<file path="config.mk">
export PLATFORM = sky130hd
export DESIGN_NAME = crf_regfile
export DESIGN_NICKNAME = d
export VERILOG_FILES = /design/src/inc/crf_pkg.sv /design/src/inc/crf_alu_if.sv /design/src/crf_flag_calc.sv /design/src/crf_regfile.sv
export SDC_FILE = /design/constraint.sdc
export NUM_CORES = 1
export LEC_CHECK = 0
export BUFFER_PORTS_ARGS = -buffer_cell sky130_fd_sc_hd__buf_4
export CORE_ASPECT_RATIO = 1.2
export CORE_MARGIN = 4
export CORE_UTILIZATION = 30
export CTS_CLUSTER_SIZE = 16
export DETAILED_ROUTE_END_ITERATION = 6
export PLACE_DENSITY = 0.45
export SYNTH_ARGS = -nofsm -noshare
export SYNTH_HDL_FRONTEND = slang
export SYNTH_SLANG_ARGS = --single-unit
</file>
<file path="constraint.sdc">
create_clock -name mclk -period 13.05 [get_ports mclk]
set_clock_uncertainty 0.2 [all_clocks]
set_input_delay 2.61 -clock mclk [delete_from_list [all_inputs] [get_ports mclk]]
set_output_delay 2.61 -clock mclk [all_outputs]
set_load 0.05 [all_outputs]
</file>
<file path="src/inc/crf_pkg.sv">
`default_nettype none
package crf_pkg;
	// ==========================================================
	// Sizes and register indices
	localparam int DATA_W = 16;
	localparam int REG_NUM = 16;
	localparam logic [3:0] PC_IDX = 4'h0;
	localparam logic [3:0] SP_IDX = 4'h1;
	localparam logic [3:0] SR_IDX = 4'h2;
	localparam logic [3:0] CG_IDX = 4'h3;
	localparam int GP_FIRST = 4;
	// ==========================================================
	// Status register fields
	localparam int SR_C = 0;
	localparam int SR_Z = 1;
	localparam int SR_N = 2;
	localparam int SR_GIE = 3;
	localparam int SR_PROCESSOR_OFF_BIT = 4;
	localparam int SR_OSCILLATOR_OFF_BIT = 5;
	localparam int SR_GENERATOR_OFF_BIT = 6;
	localparam int SR_SUBSYSTEM_CLOCK_OFF_BIT = 7;
	localparam int SR_V = 8;
	localparam logic [15:0] SR_MASK = 16'h01FF;
	// ==========================================================
	// Reset values
	localparam logic [15:0] PC_RESET = 16'h0000;
	localparam logic [15:0] SP_RESET = 16'h0000;
	localparam logic [15:0] SR_RESET = 16'h0000;
	localparam logic [15:0] GP_RESET = 16'h0000;
	// ==========================================================
	// Source modes and generated constants
	localparam logic [1:0] MODE_REG = 2'h0;
	localparam logic [1:0] MODE_IDX = 2'h1;
	localparam logic [1:0] MODE_IND = 2'h2;
	localparam logic [1:0] MODE_INC = 2'h3;
	localparam logic [15:0] CONST_ABS_BASE = 16'h0000;
	localparam logic [15:0] CONST_FOUR = 16'h0004;
	localparam logic [15:0] CONST_EIGHT = 16'h0008;
	localparam logic [15:0] CONST_ZERO = 16'h0000;
	localparam logic [15:0] CONST_ONE = 16'h0001;
	localparam logic [15:0] CONST_TWO = 16'h0002;
	localparam logic [15:0] CONST_ONES = 16'hFFFF;
	localparam logic [15:0] STACK_STEP = 16'h0002;
	localparam logic [15:0] WORD_BYTES = 16'h0002;
	localparam logic [15:0] EVEN_MASK = 16'hFFFE;
	localparam logic [15:0] LOW_MASK = 16'h00FF;
	// ==========================================================
	// Arithmetic operations
	typedef enum logic [2:0] {
		CRF_OP_ADD = 3'h0,
		CRF_OP_ADDC = 3'h1,
		CRF_OP_SUB = 3'h3,
		CRF_OP_SUBC = 3'h2,
		CRF_OP_CMP = 3'h6
	} crf_alu_op_e;
endpackage
`default_nettype wire

</file>
<file path="src/inc/crf_alu_if.sv">
`default_nettype none
interface crf_alu_if;
	crf_pkg::crf_alu_op_e op;
	logic byte_op;
	logic carry_in;
	logic [15:0] src;
	logic [15:0] dst;
	logic [15:0] res;
	logic c;
	logic z;
	logic n;
	logic v;
	modport calc (input op, byte_op, carry_in, src, dst, output res, c, z, n, v);
	modport user (output op, byte_op, carry_in, src, dst, input res, c, z, n, v);
endinterface
`default_nettype wire

</file>
<file path="src/crf_flag_calc.sv">
`default_nettype none
module crf_flag_calc (
	crf_alu_if.calc alu
);
	logic is_sub;
	logic cin;
	logic [15:0] opnd;
	logic [8:0] sum8;
	logic [16:0] sum16;
	logic sign_d;
	logic sign_s;

	// ==========================================================
	// Subtraction as dst plus inverted src plus carry
	always_comb begin
		is_sub = (alu.op == crf_pkg::CRF_OP_SUB) || (alu.op == crf_pkg::CRF_OP_SUBC) ||
			(alu.op == crf_pkg::CRF_OP_CMP);
		opnd = is_sub ? ~alu.src : alu.src;
		unique case (alu.op)
			crf_pkg::CRF_OP_ADDC, crf_pkg::CRF_OP_SUBC: cin = alu.carry_in;
			crf_pkg::CRF_OP_SUB, crf_pkg::CRF_OP_CMP: cin = 1'b1;
			default: cin = 1'b0;
		endcase
		sum8 = {1'b0, alu.dst[7:0]} + {1'b0, opnd[7:0]} + {8'h00, cin};
		sum16 = {1'b0, alu.dst} + {1'b0, opnd} + {16'h0000, cin};
		alu.res = alu.byte_op ? {8'h00, sum8[7:0]} : sum16[15:0];
		alu.n = alu.byte_op ? sum8[7] : sum16[15];
		alu.z = alu.byte_op ? (sum8[7:0] == 8'h00) : (sum16[15:0] == 16'h0000);
		alu.c = alu.byte_op ? sum8[8] : sum16[16];
		sign_d = alu.byte_op ? alu.dst[7] : alu.dst[15];
		sign_s = alu.byte_op ? opnd[7] : opnd[15];
		// Same-sign operands giving the other sign overflow
		alu.v = (sign_d == sign_s) && (alu.n != sign_d);
	end
endmodule // crf_flag_calc
`default_nettype wire

</file>
<file path="src/crf_regfile.sv">
// Our own choices: strobed register access and the placing of the registers.
`default_nettype none
module crf_regfile #(
	parameter int DATA_W = crf_pkg::DATA_W
) (
	input wire logic mclk,
	input wire logic nrst,
	input wire logic [3:0] rd_reg,
	input wire logic [1:0] source_mode_bits,
	input wire logic rd_byte,
	input wire logic rd_en,
	output var logic [15:0] rd_data_ff,
	output var logic rd_const_ff,
	input wire logic wr_en,
	input wire logic [3:0] wr_reg,
	input wire logic wr_byte,
	input wire logic [15:0] wr_data,
	input wire logic instr_done,
	input wire logic [1:0] instr_words,
	input wire logic push,
	input wire logic pop,
	output var logic [15:0] push_data_ff,
	input wire logic alu_go,
	input wire logic [2:0] alu_op,
	input wire logic alu_byte,
	input wire logic [3:0] alu_reg,
	input wire logic [15:0] alu_src,
	input wire logic [15:0] alu_dst,
	input wire logic dco_clock_in_use,
	input wire logic lfxt_clock_in_use,
	input wire logic irq_req,
	output var logic [15:0] program_counter_ff,
	output var logic [15:0] stack_pointer_ff,
	output var logic [15:0] status_register_ff,
	output var logic subsystem_clock_stop_ff,
	output var logic dco_generator_stop_ff,
	output var logic lfxt_osc_stop_ff,
	output var logic cpu_halt_ff,
	output var logic irq_take_ff
);
	// ==========================================================
	// Elaboration checks
	if (DATA_W != 16) begin : g_bad_width
		$error("crf_regfile serves only 16-bit data");
	end

	crf_alu_if alu ();
	logic [15:0] gp_ff [crf_pkg::GP_FIRST:crf_pkg::REG_NUM-1];
	logic [15:0] nxt_rd_data;
	logic nxt_rd_const;
	logic [15:0] nxt_pc;
	logic [15:0] nxt_sp;
	logic [15:0] nxt_sr;
	logic [15:0] alu_res_wr;
	logic alu_wr;

	// ==========================================================
	// Byte narrowing, shared by reads and writes
	function automatic logic [15:0] narrow(input logic [15:0] val, input logic is_byte);
		narrow = is_byte ? (val & crf_pkg::LOW_MASK) : val;
	endfunction

	// ==========================================================
	// Arithmetic and flags
	assign alu.op = crf_pkg::crf_alu_op_e'(alu_op);
	assign alu.byte_op = alu_byte;
	assign alu.carry_in = status_register_ff[crf_pkg::SR_C];
	assign alu.src = alu_src;
	assign alu.dst = alu_dst;
	assign alu_wr = alu_go && (alu.op != crf_pkg::CRF_OP_CMP);
	assign alu_res_wr = narrow(alu.res, alu_byte);

	crf_flag_calc u_flag_calc (
		.alu(alu.calc)
	);

	// ==========================================================
	// Operand read with constant generation
	always_comb begin
		nxt_rd_const = 1'b0;
		nxt_rd_data = 16'h0000;
		unique case (rd_reg)
			crf_pkg::PC_IDX: nxt_rd_data = narrow(program_counter_ff, rd_byte);
			crf_pkg::SP_IDX: nxt_rd_data = narrow(stack_pointer_ff, rd_byte);
			crf_pkg::SR_IDX: begin
				// Only register mode reaches the flags; other modes are constants
				nxt_rd_const = (source_mode_bits != crf_pkg::MODE_REG);
				unique case (source_mode_bits)
					crf_pkg::MODE_REG: nxt_rd_data = narrow(status_register_ff, rd_byte);
					crf_pkg::MODE_IDX: nxt_rd_data = crf_pkg::CONST_ABS_BASE;
					crf_pkg::MODE_IND: nxt_rd_data = crf_pkg::CONST_FOUR;
					crf_pkg::MODE_INC: nxt_rd_data = crf_pkg::CONST_EIGHT;
				endcase
			end
			crf_pkg::CG_IDX: begin
				nxt_rd_const = 1'b1;
				unique case (source_mode_bits)
					crf_pkg::MODE_REG: nxt_rd_data = crf_pkg::CONST_ZERO;
					crf_pkg::MODE_IDX: nxt_rd_data = crf_pkg::CONST_ONE;
					crf_pkg::MODE_IND: nxt_rd_data = crf_pkg::CONST_TWO;
					crf_pkg::MODE_INC: nxt_rd_data = narrow(crf_pkg::CONST_ONES, rd_byte);
				endcase
			end
			default: nxt_rd_data = narrow(gp_ff[rd_reg], rd_byte);
		endcase
	end

	always_ff @(posedge mclk) begin
		if (!nrst) begin
			rd_data_ff <= 16'h0000;
			rd_const_ff <= 1'b0;
		end else if (rd_en) begin
			rd_data_ff <= nxt_rd_data;
			rd_const_ff <= nxt_rd_const;
		end
	end

	// ==========================================================
	// Program counter
	always_comb begin
		nxt_pc = program_counter_ff;
		if (wr_en && wr_reg == crf_pkg::PC_IDX) begin
			nxt_pc = narrow(wr_data, wr_byte);
		end else if (alu_wr && alu_reg == crf_pkg::PC_IDX) begin
			nxt_pc = alu_res_wr;
		end else if (instr_done && !cpu_halt_ff && instr_words != 2'h0) begin
			// Length is whole words, so two, four or six bytes
			nxt_pc = program_counter_ff + crf_pkg::WORD_BYTES * {14'h0000, instr_words};
		end
	end

	always_ff @(posedge mclk) begin
		if (!nrst) begin
			program_counter_ff <= crf_pkg::PC_RESET;
		end else begin
			program_counter_ff <= nxt_pc & crf_pkg::EVEN_MASK;
		end
	end

	// ==========================================================
	// Stack pointer
	always_comb begin
		nxt_sp = stack_pointer_ff;
		if (wr_en && wr_reg == crf_pkg::SP_IDX) begin
			// A pop into the pointer lands here and skips the increment
			nxt_sp = narrow(wr_data, wr_byte);
		end else if (alu_wr && alu_reg == crf_pkg::SP_IDX) begin
			nxt_sp = alu_res_wr;
		end else if (push) begin
			nxt_sp = stack_pointer_ff - crf_pkg::STACK_STEP;
		end else if (pop) begin
			nxt_sp = stack_pointer_ff + crf_pkg::STACK_STEP;
		end
	end

	always_ff @(posedge mclk) begin
		if (!nrst) begin
			stack_pointer_ff <= crf_pkg::SP_RESET;
		end else begin
			stack_pointer_ff <= nxt_sp & crf_pkg::EVEN_MASK;
		end
	end

	always_ff @(posedge mclk) begin
		if (!nrst) begin
			push_data_ff <= 16'h0000;
		end else if (push) begin
			push_data_ff <= stack_pointer_ff;
		end
	end

	// ==========================================================
	// Status register
	always_comb begin
		nxt_sr = status_register_ff;
		if (wr_en && wr_reg == crf_pkg::SR_IDX) begin
			nxt_sr = narrow(wr_data, wr_byte);
		end else if (alu_wr && alu_reg == crf_pkg::SR_IDX) begin
			nxt_sr = alu_res_wr;
		end else if (alu_go) begin
			nxt_sr[crf_pkg::SR_C] = alu.c;
			nxt_sr[crf_pkg::SR_Z] = alu.z;
			nxt_sr[crf_pkg::SR_N] = alu.n;
			nxt_sr[crf_pkg::SR_V] = alu.v;
		end
	end

	always_ff @(posedge mclk) begin
		if (!nrst) begin
			status_register_ff <= crf_pkg::SR_RESET;
		end else begin
			status_register_ff <= nxt_sr & crf_pkg::SR_MASK;
		end
	end

	// ==========================================================
	// Power and interrupt controls
	always_ff @(posedge mclk) begin
		if (!nrst) begin
			subsystem_clock_stop_ff <= 1'b0;
			dco_generator_stop_ff <= 1'b0;
			lfxt_osc_stop_ff <= 1'b0;
			cpu_halt_ff <= 1'b0;
			irq_take_ff <= 1'b0;
		end else begin
			subsystem_clock_stop_ff <= nxt_sr[crf_pkg::SR_SUBSYSTEM_CLOCK_OFF_BIT];
			// An oscillator still feeding a clock must keep running
			dco_generator_stop_ff <= nxt_sr[crf_pkg::SR_GENERATOR_OFF_BIT] && !dco_clock_in_use;
			lfxt_osc_stop_ff <= nxt_sr[crf_pkg::SR_OSCILLATOR_OFF_BIT] && !lfxt_clock_in_use;
			cpu_halt_ff <= nxt_sr[crf_pkg::SR_PROCESSOR_OFF_BIT];
			irq_take_ff <= irq_req && status_register_ff[crf_pkg::SR_GIE];
		end
	end

	// ==========================================================
	// General-purpose registers; constant register three holds nothing
	for (genvar gi = crf_pkg::GP_FIRST; gi < crf_pkg::REG_NUM; gi++) begin : g_gp
		always_ff @(posedge mclk) begin
			if (!nrst) begin
				gp_ff[gi] <= crf_pkg::GP_RESET;
			end else if (wr_en && wr_reg == 4'(gi)) begin
				gp_ff[gi] <= narrow(wr_data, wr_byte);
			end else if (alu_wr && alu_reg == 4'(gi)) begin
				gp_ff[gi] <= alu_res_wr;
			end
		end
	end

	// ==========================================================
	// Check helpers; the add carry is rebuilt here rather than taken from the flag module
	logic sr_free;
	logic sp_free;
	logic [16:0] add_chk;
	assign sr_free = !(wr_en && wr_reg == crf_pkg::SR_IDX) && !(alu_wr && alu_reg == crf_pkg::SR_IDX);
	assign sp_free = !(wr_en && wr_reg == crf_pkg::SP_IDX) && !(alu_wr && alu_reg == crf_pkg::SP_IDX);
	assign add_chk = {1'b0, alu_src} + {1'b0, alu_dst};
endmodule // crf_regfile
`default_nettype wire

</file>
# --- After elaboration in Yosys (flattened, before gate mapping) ---
# Memories as Yosys holds them, arrays and structs flattened.
# Cells that the tools add are included.
totals:
  register_bits: 86
  ram_bits: 192
  out_inout_bits: 86
  elab_cells: 287
  mem_count: 1
op_classes:
  add_sub_neg: 7
  eq_ne: 41
  muxes: 141
  bitwise_logic: 25
  n_reduce_logical: 56
mem_list:
  columns: ["name", "depth", "word_bits", "rd", "rd_clocked_by_memory_dff", "write_ports", "line_no", "rtl"]
  rows:
  - ["gp_ff", 12, 16, 1, 0, 12, "crf_regfile.sv:48", "logic [15:0] gp_ff [crf_pkg::GP_FIRST:crf_pkg::REG_NUM-1];"]
op_table:
  columns: ["cell", "count"]
  rows:
  - ["$mux W16", 40]
  - ["$pmux W16 S4", 3]
  - ["$mux W1", 92]
  - ["$eq A4 B4 Y1 const B", 16]
  - ["$logic_and A1 B1 Y1", 37]
  - ["$eq A4 B3 Y1 const B", 8]
  - ["$or A1 B1 Y1", 24]
  - ["$add A16 B16 Y17", 1]
  - ["$add A17 B1 Y17", 1]
  - ["$add A16 B2 Y16 const B", 1]
  - ["$add A16 B3 Y16", 1]
  - ["$eq A4 B2 Y1 const B", 4]
  - ["$logic_not A16 Y1", 1]
  - ["$not A16 Y16", 1]
  - ["$sub A16 B2 Y16 const B", 1]
  - ["$eq A4 B1 Y1 const B", 3]
  - ["$logic_not A4 Y1", 3]
  - ["$add A8 B8 Y9", 1]
  - ["$add A9 B1 Y9", 1]
  - ["$mux W9", 1]
  - ["$logic_not A8 Y1", 1]
  - ["$eq A3 B2 Y1 const B", 2]
  - ["$mux W3", 2]
  - ["$reduce_bool A2 Y1", 3]
  - ["other kinds (15)", 22]

# --- Depth between registers and ports, before layout ---
# Gate-level depths: netlist (run 1).
depth:
  ltp_word: 13
  depth_mapped: 14

# --- Modules after synthesis ---
# A second synthesis (run 1) with hierarchy kept.
unflattened:
  hier_cells: 1376
  hier_area_um2: 15295.9
by_module_without_submodules:
  columns: ["module", "n_inst", "cells_each", "area_per_inst_um2", "seq_area_each_um2"]
  rows:
  - ["crf_regfile", 1, 1224, 14144.8, 7247.0]
  - ["crf_flag_calc", 1, 152, 1151.1, 0.0]

# --- Worst setup path before layout (run 1) ---
# No wires, ideal clock.
synth_path:
  path_kind: "input to register"
  start: "input alu_op[1]"
  end: "register status_register_ff[1]"
  arrival_ns: 5.865
  t_required_ns: 12.754
  setup_slack_ns: 6.889
  stages: 13
  n_path_buf: 2
  path_cell_list: "a21boi_1 -> buf_2 -> buf_1 -> xnor2_1 -> fa_1 -> fa_1 -> nor2b_4 -> o31a_4 -> a21oi_1 -> or4_1 -> and4bb_1 -> nand4b_1 -> o41ai_2"
synth_via:
  elab_chain_len: 11
  word_cells_on_any_way: 26
synth_lines:
  columns: ["element", "line_no", "rtl"]
  rows:
  - ["start, declared", "crf_regfile.sv:24", "input wire logic [2:0] alu_op,"]
  - ["$eq A3 B2 Y1", "crf_flag_calc.sv:16, crf_flag_calc.sv:19", null]
  - ["$logic_or A1 B1 Y1 (2 in a row)", "crf_flag_calc.sv:16", "is_sub = (alu.op == crf_pkg::CRF_OP_SUB) || (alu.op == crf_pkg::CRF_OP_SUBC) ||"]
  - ["$mux W16", "crf_flag_calc.sv:18", "opnd = is_sub ? ~alu.src : alu.src;"]
  - ["$add A16 B16 Y17 / $add A8 B8 Y9 (equally long branches)", "crf_flag_calc.sv:25, crf_flag_calc.sv:24", null]
  - ["$add A17 B1 Y17 / $add A9 B1 Y9 (equally long branches)", "crf_flag_calc.sv:25, crf_flag_calc.sv:24", null]
  - ["$logic_not A16 Y1 / $logic_not A8 Y1 (equally long branches)", "crf_flag_calc.sv:28", "alu.z = alu.byte_op ? (sum8[7:0] == 8'h00) : (sum16[15:0] == 16'h0000);"]
  - ["$mux W1", "crf_flag_calc.sv:28", null]
  - ["$mux W3", "crf_regfile.sv:180", "end else if (alu_go) begin"]
  - ["$mux W3", "crf_regfile.sv:178", "end else if (alu_wr && alu_reg == crf_pkg::SR_IDX) begin"]
  - ["$mux W9", "crf_regfile.sv:176", "if (wr_en && wr_reg == crf_pkg::SR_IDX) begin"]
  - ["end signal, assigned", "crf_regfile.sv:190", "status_register_ff <= crf_pkg::SR_RESET;"]
  - ["end signal, assigned", "crf_regfile.sv:192", "status_register_ff <= nxt_sr & crf_pkg::SR_MASK;"]
  - ["end, declared", "crf_regfile.sv:34", "output var logic [15:0] status_register_ff,"]
# Several ways; a longest one is shown, not always the timed one. The select of a mux whose other input is x is not followed.
# A chain may end at the register's enable or synchronous reset.

# --- Worst setup path in the final report (run 1) ---
layout_path:
  start: "input alu_op[0]"
  end: "register status_register_ff[1]"
# Same word-level chain as after synthesis.

==> flow_summary.json, run 1 <==
{
  "syn_area_um2": 15500,
  "status": "completed",
  "synth_area_leaders": "edfxtp_1 37%, dfxtp_1 9.6%, mux4_2 7.4%, o22ai_1 4.0%, nand2_1 3.8%",
  "clockRootBuffer": "clkbuf_16",
  "cts_buffer_depth": 3,
  "finalMaxSlewViolations": 0,
  "finalSetupViolCount": 0,
  "power.switching_uw": 832,
  "period_share": 0.509,
  "drc": 0,
  "fmax_mhz": 150,
  "slew_headroom": 0.188,
  "grt-ovfl-total": 0,
  "synth_top_area_share": 0.373,
  "grt_pass1_vias": 12900,
  "io_pins": 167,
  "period_needed_ns": 6.65,
  "finalHoldViolations": 0,
  "synth_top_family_by_area": "compound AO/OA/AOI/OAI gates",
  "timing.max_cap.violations": 0,
  "worst-r2r-cell-count": 11,
  "synth_area_per_cell_um2": 10.5,
  "drive_gt1_frac": 0.193,
  "cp-end-kind": "flop",
  "area_growth_pct": 17.1,
  "power.leakage_uw": 0.00652,
  "dieArea_um2": 55200,
  "grt_max_degree": 52,
  "antenna_found_initial": 0,
  "clk_latency_ns": 0.57,
  "seqPwrFrac": 0.400,
  "detail-route-antenna-nets": 0,
  "internal-power_uw": 1700,
  "initial_core_util": 0.305,
  "place.port_buffers": 156,
  "core-area_um2": 50700,
  "synthMuxAreaShare": 0.105,
  "synthAdderAreaFrac": 0.0295,
  "critPathArrivalTime_ns": 6.92,
  "die_w_um": 215,
  "tightest_slew_ns": 1.22,
  "antenna_cells": 0,
  "place_congestion": 0.852,
  "whs_path_depth": 2,
  "hold-worst-slack_ns": 0.272,
  "postCtsHoldBufs": 0,
  "cts-resized-gates": 0,
  "grt_first_pass_wirelength_mm": 86.2,
  "max_stage_delay_ns": 0.83,
  "dp_slack_ns": 5.83,
  "timing.final.ws_setup_ns": 6.40,
  "via_per_inst": 5.78,
  "clkSlewWorstSetupHoldPaths_ns": 0.07,
  "yosys.area_share.simple": 0.133,
  "cp.required_ns": 13.33,
  "fp.dieH_um": 257,
  "cts-buffers-inserted": 29,
  "synthArstFlopShare": 0,
  "synth_xor_xnor_area_share": 0.0220,
  "synth_compound_area_frac": 0.200,
  "synthCells": 1469,
  "synth_edf_count": 192,
  "post-dp-hpwl_mm": 42.0,
  "synth_ff_type": "edfxtp_1",
  "p_comb_frac": 0.256,
  "seq_area_frac_synth": 0.469,
  "clock_power_share": 0.344,
  "fp-row-count": 90,
  "track_usage": 0.204,
  "cts_max_level": 1,
  "finalSetupTns_ns": 0,
  "hold_class": "reg2reg",
  "ys_ff_latch": 266,
  "yosys_warnings": 0,
  "crit_fanout": 16,
  "slowest_stage": "a21boi_2",
  "drt_iter0_drc": 1076,
  "finalNetCount": 1685,
  "cts_tree": "yes",
  "rsz0062_at_grt": "no",
  "post-cts-setup-buffer-count": 0,
  "ys_types": 87,
  "synth_largest_area_cell": "edfxtp_1",
  "cts_sinks": 266,
  "irDropWorstVdd_uv": 99.6,
  "firstDrtPassIters": 5,
  "pwr_density_cell_nw_per_um2": 140,
  "crit_type": "in2reg",
  "critPathMostFrequentCell": "fa_1",
  "start_kind": "input pin",
  "wl_per_cell_um": 26.4,
  "switching_share": 0.328,
  "vias": 12900,
  "drt-total-wl_mm": 59.0,
  "cp_cell_sequence": "buf_4, a21boi_2, xnor2_1, fa_1, fa_1, xor2_1, and3_1, o2111ai_1, or4_1, and4bb_1, nand4b_1, o41ai_2"
}
through the flow:
stage	area (um2)	total power (uW)	util	std cells
after floorplan	15500	1450	-	1478
after global placement	17100	1680	0.338	2183
after detailed placement	17100	1680	0.338	2183
after CTS	18100	2550	0.357	2234
after global routing	18100	2640	0.357	2234
final	18100	2530	0.357	2234
worst max-delay path: cells and delay by family:
family,cells,cell delay [ns]
xor gates and xnor gates,2,1.01
buffers and inverters,1,0.13
adders and majority gates,2,0.97
and+or+nand+nor,4,1.10
AOI/OAI and AO/OA,3,1.11
routing by layer:
layer	vias to the layer above	track usage	wire length, um
met4	0	0.0716	2030
met2	477	0.359	29700
met5	-	0	0
li1	5859	-	-
met3	102	0.0266	3330
met1	6471	0.258	23900
cell usage in the layout, fill, tap and decap left out, types with 7 or more instances in the layout:
cell type,Yosys,routed
edfxtp_1,192,192
buf_4,16,182
nand2_1,158,158
o21ai_0,102,102
nor2_1,100,100
o22ai_1,99,99
dfxtp_1,74,74
a21oi_1,72,72
mux4_2,51,51
mux2i_1,45,45
o211ai_1,38,38
a22o_1,38,38
ha_1,30,30
clkbuf_16,0,29
nand3_1,28,28
nand2b_1,26,26
xor2_1,25,25
inv_1,25,24
nor3_1,20,19
and3_1,18,18
a211oi_1,16,16
o221ai_1,15,15
nor2b_1,13,13
xnor2_1,12,12
and2_1,11,11
a22oi_1,10,10
conb_1,1,10
o21a_1,9,9
a21o_1,9,9
a31oi_1,9,9
or3_1,8,8
o2111ai_1,7,7
state kept, by name (all words and copies together), names as in the netlist:
name and flops:
lfxt_osc_stop_ff 1, dco_generator_stop_ff 1, stack_pointer_ff 15, push_data_ff 15, irq_take_ff 1, rd_data_ff 16, gp_ff 192, rd_const_ff 1
program_counter_ff 15, status_register_ff 9
cells in the mapped netlist, types with 4 or more instances:
| master | instances |
|---|---|
| nand3_1 | 28 |
| fa_1 | 4 |
| o221ai_1 | 15 |
| buf_1 | 11 |
| nor2_1 | 100 |
| a311oi_1 | 4 |
| nand4_1 | 4 |
| xnor2_1 | 12 |
| a31oi_1 | 9 |
| mux4_2 | 51 |
| nor3_1 | 20 |
| inv_1 | 25 |
| o22ai_1 | 99 |
| a211oi_1 | 16 |
| or2_2 | 6 |
| buf_4 | 16 |
| xor2_1 | 25 |
| o31ai_1 | 4 |
| clkbuf_1 | 70 |
| nand2_1 | 158 |
| and2_1 | 11 |
| a21o_1 | 9 |
| nor2b_1 | 13 |
| a21oi_1 | 72 |
| mux2i_1 | 45 |
| o211ai_1 | 38 |
| or3_1 | 8 |
| a22oi_1 | 10 |
| a22o_1 | 38 |
| o21a_1 | 9 |
| and3_1 | 18 |
| o21ai_0 | 102 |
| dfxtp_1 | 74 |
| nand2b_1 | 26 |
| buf_2 | 23 |
| edfxtp_1 | 192 |
| o2111ai_1 | 7 |
| ha_1 | 30 |
path summary, 6_finish.rpt:
| check | endpoint | slack [ns] | startpoint |
|---|---|---|---|
| worst min-delay path | rd_data_ff[3] | 0.27 | rd_data_ff[3] |
| worst max-delay path | status_register_ff[1] | 6.40 | alu_op[0] |
| worst max register to register | status_register_ff[1] | 8.64 | status_register_ff[0] |
| worst min register to register | rd_data_ff[3] | 0.27 | rd_data_ff[3] |
power groups by stage:
stage                     logic, uW  registers, uW  clock network [uW]
final                           650           1010                 870
after global routing            697           1020                 919
after CTS                       652           1010                 884
after detailed placement        650           1030                   0
after global placement          646           1030                   0
after floorplan                 361           1090                   0
final cells by class:
class / instances / area [um2]
multi-input combinational: 1065 / 7610
clock buffer: 36 / 762
timing repair buffer: 182 / 1370
tap: 644 / 806
fill: 5088 / 32600
inverter: 26 / 97.6
clock inverter: 15 / 208
sequential: 266 / 7250
kinds of logic after synthesis:
group,after synthesis
AOI/OAI and AO/OA,463
xor gates and xnor gates,38
adders and majority gates,34
buffers and inverters,147
DFF,266
muxes,98
other,1
and+or+nand+nor,422
(Power assumes the default switching activity.)
==> inputs of run 2 (changes only) <==
==> constraint.sdc (replaced) <==
create_clock -name mclk -period 6.3 [get_ports mclk]
set_clock_uncertainty 0.2 [all_clocks]
set_input_delay 1.26 -clock mclk [delete_from_list [all_inputs] [get_ports mclk]]
set_output_delay 1.26 -clock mclk [all_outputs]
set_load 0.05 [all_outputs]
==> flow_summary.json, run 2 (same netlist as run 1, synthesis figures left out) <==
{
  "status": "completed",
  "period_needed_ns": 4.49,
  "nFillCells": 5150,
  "largest_registers": "gp_ff: 192 flops, rd_data_ff: 16 flops",
  "antenna_cells": 0,
  "finalSetupTns_ns": 0,
  "die_w_um": 215,
  "grt_first_pass_wirelength_mm": 88.0,
  "detail-route-antenna-nets": 0,
  "clkSlewWorstSetupHoldPaths_ns": 0.06,
  "cts_sinks": 266,
  "finish.instance_area_um2": 18000,
  "grt_max_degree": 53,
  "hold-worst-slack_ns": 0.271,
  "via_per_inst": 5.78,
  "cts_buffer_depth": 3,
  "clk_latency_ns": 0.58,
  "rsz0062_at_grt": "no",
  "antenna_found_initial": 1,
  "cts-buffers-inserted": 29,
  "drt_iter0_drc": 1025,
  "layout_commonest_cell": "edfxtp_1",
  "grt-ovfl-total": 0,
  "placed_area_um2": 17200,
  "pwr_density_cell_nw_per_um2": 281,
  "crit_type": "in2reg",
  "hold_class": "reg2reg",
  "layout_common_cells": "192 x edfxtp_1, 186 x buf_4, 158 x nand2_1",
  "wl_per_cell_um": 26.7,
  "crit_path_start": "alu_op[2]",
  "largest_reg_flops": 192,
  "initial_core_util": 0.305,
  "timing.max_cap.violations": 0,
  "vias": 13000,
  "place.port_buffers": 156,
  "fmax_mhz": 223,
  "grt_pass1_vias": 13100,
  "finalMaxSlewViolations": 0,
  "post-dp-hpwl_mm": 42.2,
  "area_growth_pct": 16.6,
  "drc": 0,
  "core-area_um2": 50700,
  "cts-resized-gates": 0,
  "crit_fanout": 16,
  "cp-end-kind": "flop",
  "critPathArrivalTime_ns": 4.56,
  "slew_headroom": 0.257,
  "finalSetupViolCount": 0,
  "finalNetCount": 1689,
  "io_pins": 167,
  "cts_tree": "yes",
  "drt-total-wl_mm": 59.9,
  "place_congestion": 0.848,
  "cp.required_ns": 6.37,
  "firstDrtPassIters": 5,
  "start_kind": "input pin",
  "finalHoldViolations": 0,
  "track_usage": 0.208,
  "power.leakage_uw": 0.00648,
  "timing.final.ws_setup_ns": 1.81,
  "fp.dieH_um": 257,
  "total_power_uw": 5070,
  "dieArea_um2": 55200,
  "fp-row-count": 90,
  "period_share": 0.713,
  "tightest_slew_ns": 1.11,
  "dp_slack_ns": 1.25,
  "clockRootBuffer": "clkbuf_16",
  "cts_max_level": 1,
  "top_register": "gp_ff",
  "postCtsHoldBufs": 0,
  "drive_gt1_frac": 0.195,
  "irDropWorstVdd_uv": 191,
  "post-cts-setup-buffer-count": 0,
  "reg2reg_from": "status_register_ff[0]",
  "worst_hold_startpoint": "rd_data_ff[9]"
}
## run 2: changes by cell type in the layout (fill, tap and decap cells not counted), sizes merged
cell	before	now
clkinvlp	3	7
buf	182	186
clkinv	7	14
bufinv	5	0
clkbuf	36	33
## run 2: path summary, 6_finish.rpt
path	end	slack (ns)	cells after the start
max	gp_ff[7][14]	1.81	13
min	rd_data_ff[9]	0.27	2
max reg2reg	gp_ff[7][14]	2.14	11
min reg2reg	rd_data_ff[9]	0.27	2
## run 2: per-layer routing
metal	share of wire	track usage
met2	0.50	0.369
met1	0.40	0.258
met5	0	0
met3	0.056	0.0290
met4	0.038	0.0741
## run 2: report_power, final
group / internal (uW) / total [uW] / switching, uW
registers: 2010 / 2100 / 92.9
logic: 467 / 1360 / 895
clock network: 845 / 1610 / 762
total: 3320 / 5070 / 1750
## run 2: worst max-delay path, cell delays in order
cell and delay, ns:
buf_4 0.12, a21boi_2 0.12, buf_4 0.27, xnor2_1 0.12, fa_1 0.43, fa_1 0.51
nor2b_4 0.16, o31a_4 0.17, o221ai_2 0.12, a211oi_1 0.25, o21ai_0 0.20, nand3_1 0.67
o22ai_1 0.15
## run 2: per-stage QoR
step	instances	util
floorplan	1478	-
global placement	2187	0.339
detailed placement	2187	0.339
CTS	2241	0.356
global route	2241	0.356
finish	2241	0.356
## run 2: layout make-up
class | count | area (um2) | area share
Timing Repair Buffer | 186 | 1400 | 0.0775
Sequential cell | 266 | 7250 | 0.402
Inverter | 26 | 97.6 | 0.00542
Multi-Input combinational cell | 1065 | 7610 | 0.422
Clock buffer | 33 | 741 | 0.0411
Clock inverter | 21 | 119 | 0.00660
Tap cell | 644 | 806 | 0.0447
==> inputs of run 3 (changes only) <==
--- a/config.mk
+++ b/config.mk
@@ -11,7 +11,7 @@
 export CORE_UTILIZATION = 30
 export CTS_CLUSTER_SIZE = 16
 export DETAILED_ROUTE_END_ITERATION = 6
-export PLACE_DENSITY = 0.45
+export PLACE_DENSITY = 0.47
 export SYNTH_ARGS = -nofsm -noshare
 export SYNTH_HDL_FRONTEND = slang
 export SYNTH_SLANG_ARGS = --single-unit
==> constraint.sdc (replaced) <==
create_clock -name mclk -period 4 [get_ports mclk]
set_clock_uncertainty 0.2 [all_clocks]
set_input_delay 0.8 -clock mclk [delete_from_list [all_inputs] [get_ports mclk]]
set_output_delay 0.8 -clock mclk [all_outputs]
set_load 0.05 [all_outputs]
==> flow_summary.json, run 3 (same netlist as run 1, synthesis figures left out) <==
{
  "status": "completed",
  "firstDrtPassIters": 6,
  "via_per_inst": 5.73,
  "cts-resized-gates": 0,
  "internal-power_uw": 5650,
  "register_area_um2": 7250,
  "place_congestion": 0.907,
  "clockRootBuffer": "clkbuf_16",
  "critPathMostFrequentCell": "buf_4",
  "wl_per_cell_um": 26.2,
  "top_register": "gp_ff",
  "dieArea_um2": 55200,
  "largest_reg_flops": 192,
  "track_usage": 0.211,
  "placed_area_um2": 17700,
  "hold_class": "in2reg",
  "post-cts-setup-buffer-count": 0,
  "period_share": 0.875,
  "start_kind": "input pin",
  "slew_headroom": 0.302,
  "cts_tree": "yes",
  "vias": 13200,
  "die_w_um": 215,
  "finalMaxSlewViolations": 0,
  "antenna_found_initial": 0,
  "clk_latency_ns": 0.58,
  "irDropWorstVdd_uv": 338,
  "drt_iter0_drc": 1045,
  "finalSetupTns_ns": 0,
  "slowest_stage": "xor2_1",
  "finalHoldViolations": 0,
  "drt-total-wl_mm": 60.6,
  "crit_type": "in2reg",
  "grt_pass1_vias": 13400,
  "layout_common_cells": "250 x buf_4, 192 x edfxtp_1, 158 x nand2_1",
  "cp_cell_sequence": "buf_4, a21boi_2, buf_12, xor2_1, ha_1, a21boi_1, buf_4, o221ai_2, nand2_1, a21boi_1, mux2i_1, buf_4, nor3_1, o31a_1",
  "finalSetupViolCount": 0,
  "fmax_mhz": 286,
  "post-dp-hpwl_mm": 43.5,
  "initial_core_util": 0.305,
  "max_stage_delay_ns": 0.37,
  "grt_first_pass_wirelength_mm": 89.2,
  "crit_fanout": 15,
  "largest_registers": "gp_ff: 192 flops, rd_data_ff: 16 flops",
  "seqPwrFrac": 0.393,
  "hold-worst-slack_ns": 0.179,
  "nFillCells": 5085,
  "period_needed_ns": 3.50,
  "io_pins": 167,
  "fp-row-count": 90,
  "cp.required_ns": 4.27,
  "clock_power_share": 0.338,
  "finalNetCount": 1758,
  "critPathArrivalTime_ns": 3.77,
  "grt-ovfl-total": 0,
  "drc": 0,
  "tightest_slew_ns": 1.04,
  "cts_max_level": 1,
  "power.switching_uw": 2780,
  "rsz0062_at_grt": "no",
  "layout_commonest_cell": "buf_4",
  "clkSlewWorstSetupHoldPaths_ns": 0.06,
  "r2r_setup_slack_ns": 0.55,
  "finish.instance_area_um2": 18700,
  "cts_buffer_depth": 3,
  "p_comb_frac": 0.269,
  "detail-route-antenna-nets": 0,
  "cp-end-kind": "flop",
  "antenna_cells": 0,
  "fp.dieH_um": 257,
  "timing.max_cap.violations": 0,
  "cts_sinks": 266,
  "area_growth_pct": 21.1,
  "place.port_buffers": 156,
  "pwr_density_cell_nw_per_um2": 451,
  "timing.final.ws_setup_ns": 0.500,
  "multi_input_area_um2": 7610,
  "postCtsHoldBufs": 0,
  "cts-buffers-inserted": 29,
  "switching_share": 0.330,
  "dp_slack_ns": -0.110,
  "core-area_um2": 50700,
  "drive_gt1_frac": 0.228,
  "power.leakage_uw": 0.00690,
  "grt_max_degree": 46
}
[run 3: area by class of cell]
cell class	count	area share
clock inverter	21	0.0126
sequential	266	0.387
tap	644	0.0431
clock buffer	33	0.0396
inverter	26	0.00521
multi-input combinational	1065	0.407
timing repair buffer	255	0.106
[run 3: power groups by stage]
stage               logic [uW]  registers (uW)  clock network [uW]
finish                    2270            3310                2850
global placement          2270            3370                   0
global route              2430            3330                2990
CTS                       2280            3320                2890
detailed placement        2270            3370                   0
floorplan                 1180            3560                   0
[run 3: worst paths after layout]
kind / depth (start not counted) / startpoint / end
worst max register to register: 11 / status_register_ff[0] / status_register_ff[1]
worst min register to register: 2 / rd_data_ff[13] / rd_data_ff[13]
worst max-delay path: 14 / alu_op[2] / program_counter_ff[12]
worst min-delay path: 2 / dco_clock_in_use / dco_generator_stop_ff
[run 3: per-stage QoR]
step            util  instances  power, uW
3_5_place_dp   0.350       2256       5650
6_report       0.369       2310       8430
4_1_cts        0.369       2310       8490
3_3_place_gp   0.350       2256       5630
5_1_grt        0.369       2310       8750
2_1_floorplan      -       1478       4740
[run 3: worst max-delay path: cells and delay by family]
family	cells	cell delay, ns
AO/OA/AOI/OAI	5	1.05
adder cells (fa/ha/maj)	1	0.33
multiplexers	1	0.24
AND/OR/NAND/NOR	2	0.21
XOR/XNOR	1	0.37
buffers and inverters	4	0.73
[run 3: per-layer routing]
metal	share of wire	GRT usage	vias up	wire [um]
met2	0.50	0.376	522	30600
met3	0.061	0.0248	123	3700
met1	0.39	0.255	6584	23500
li1	-	-	6009	-
met5	0	0	-	0
met4	0.047	0.0947	0	2870
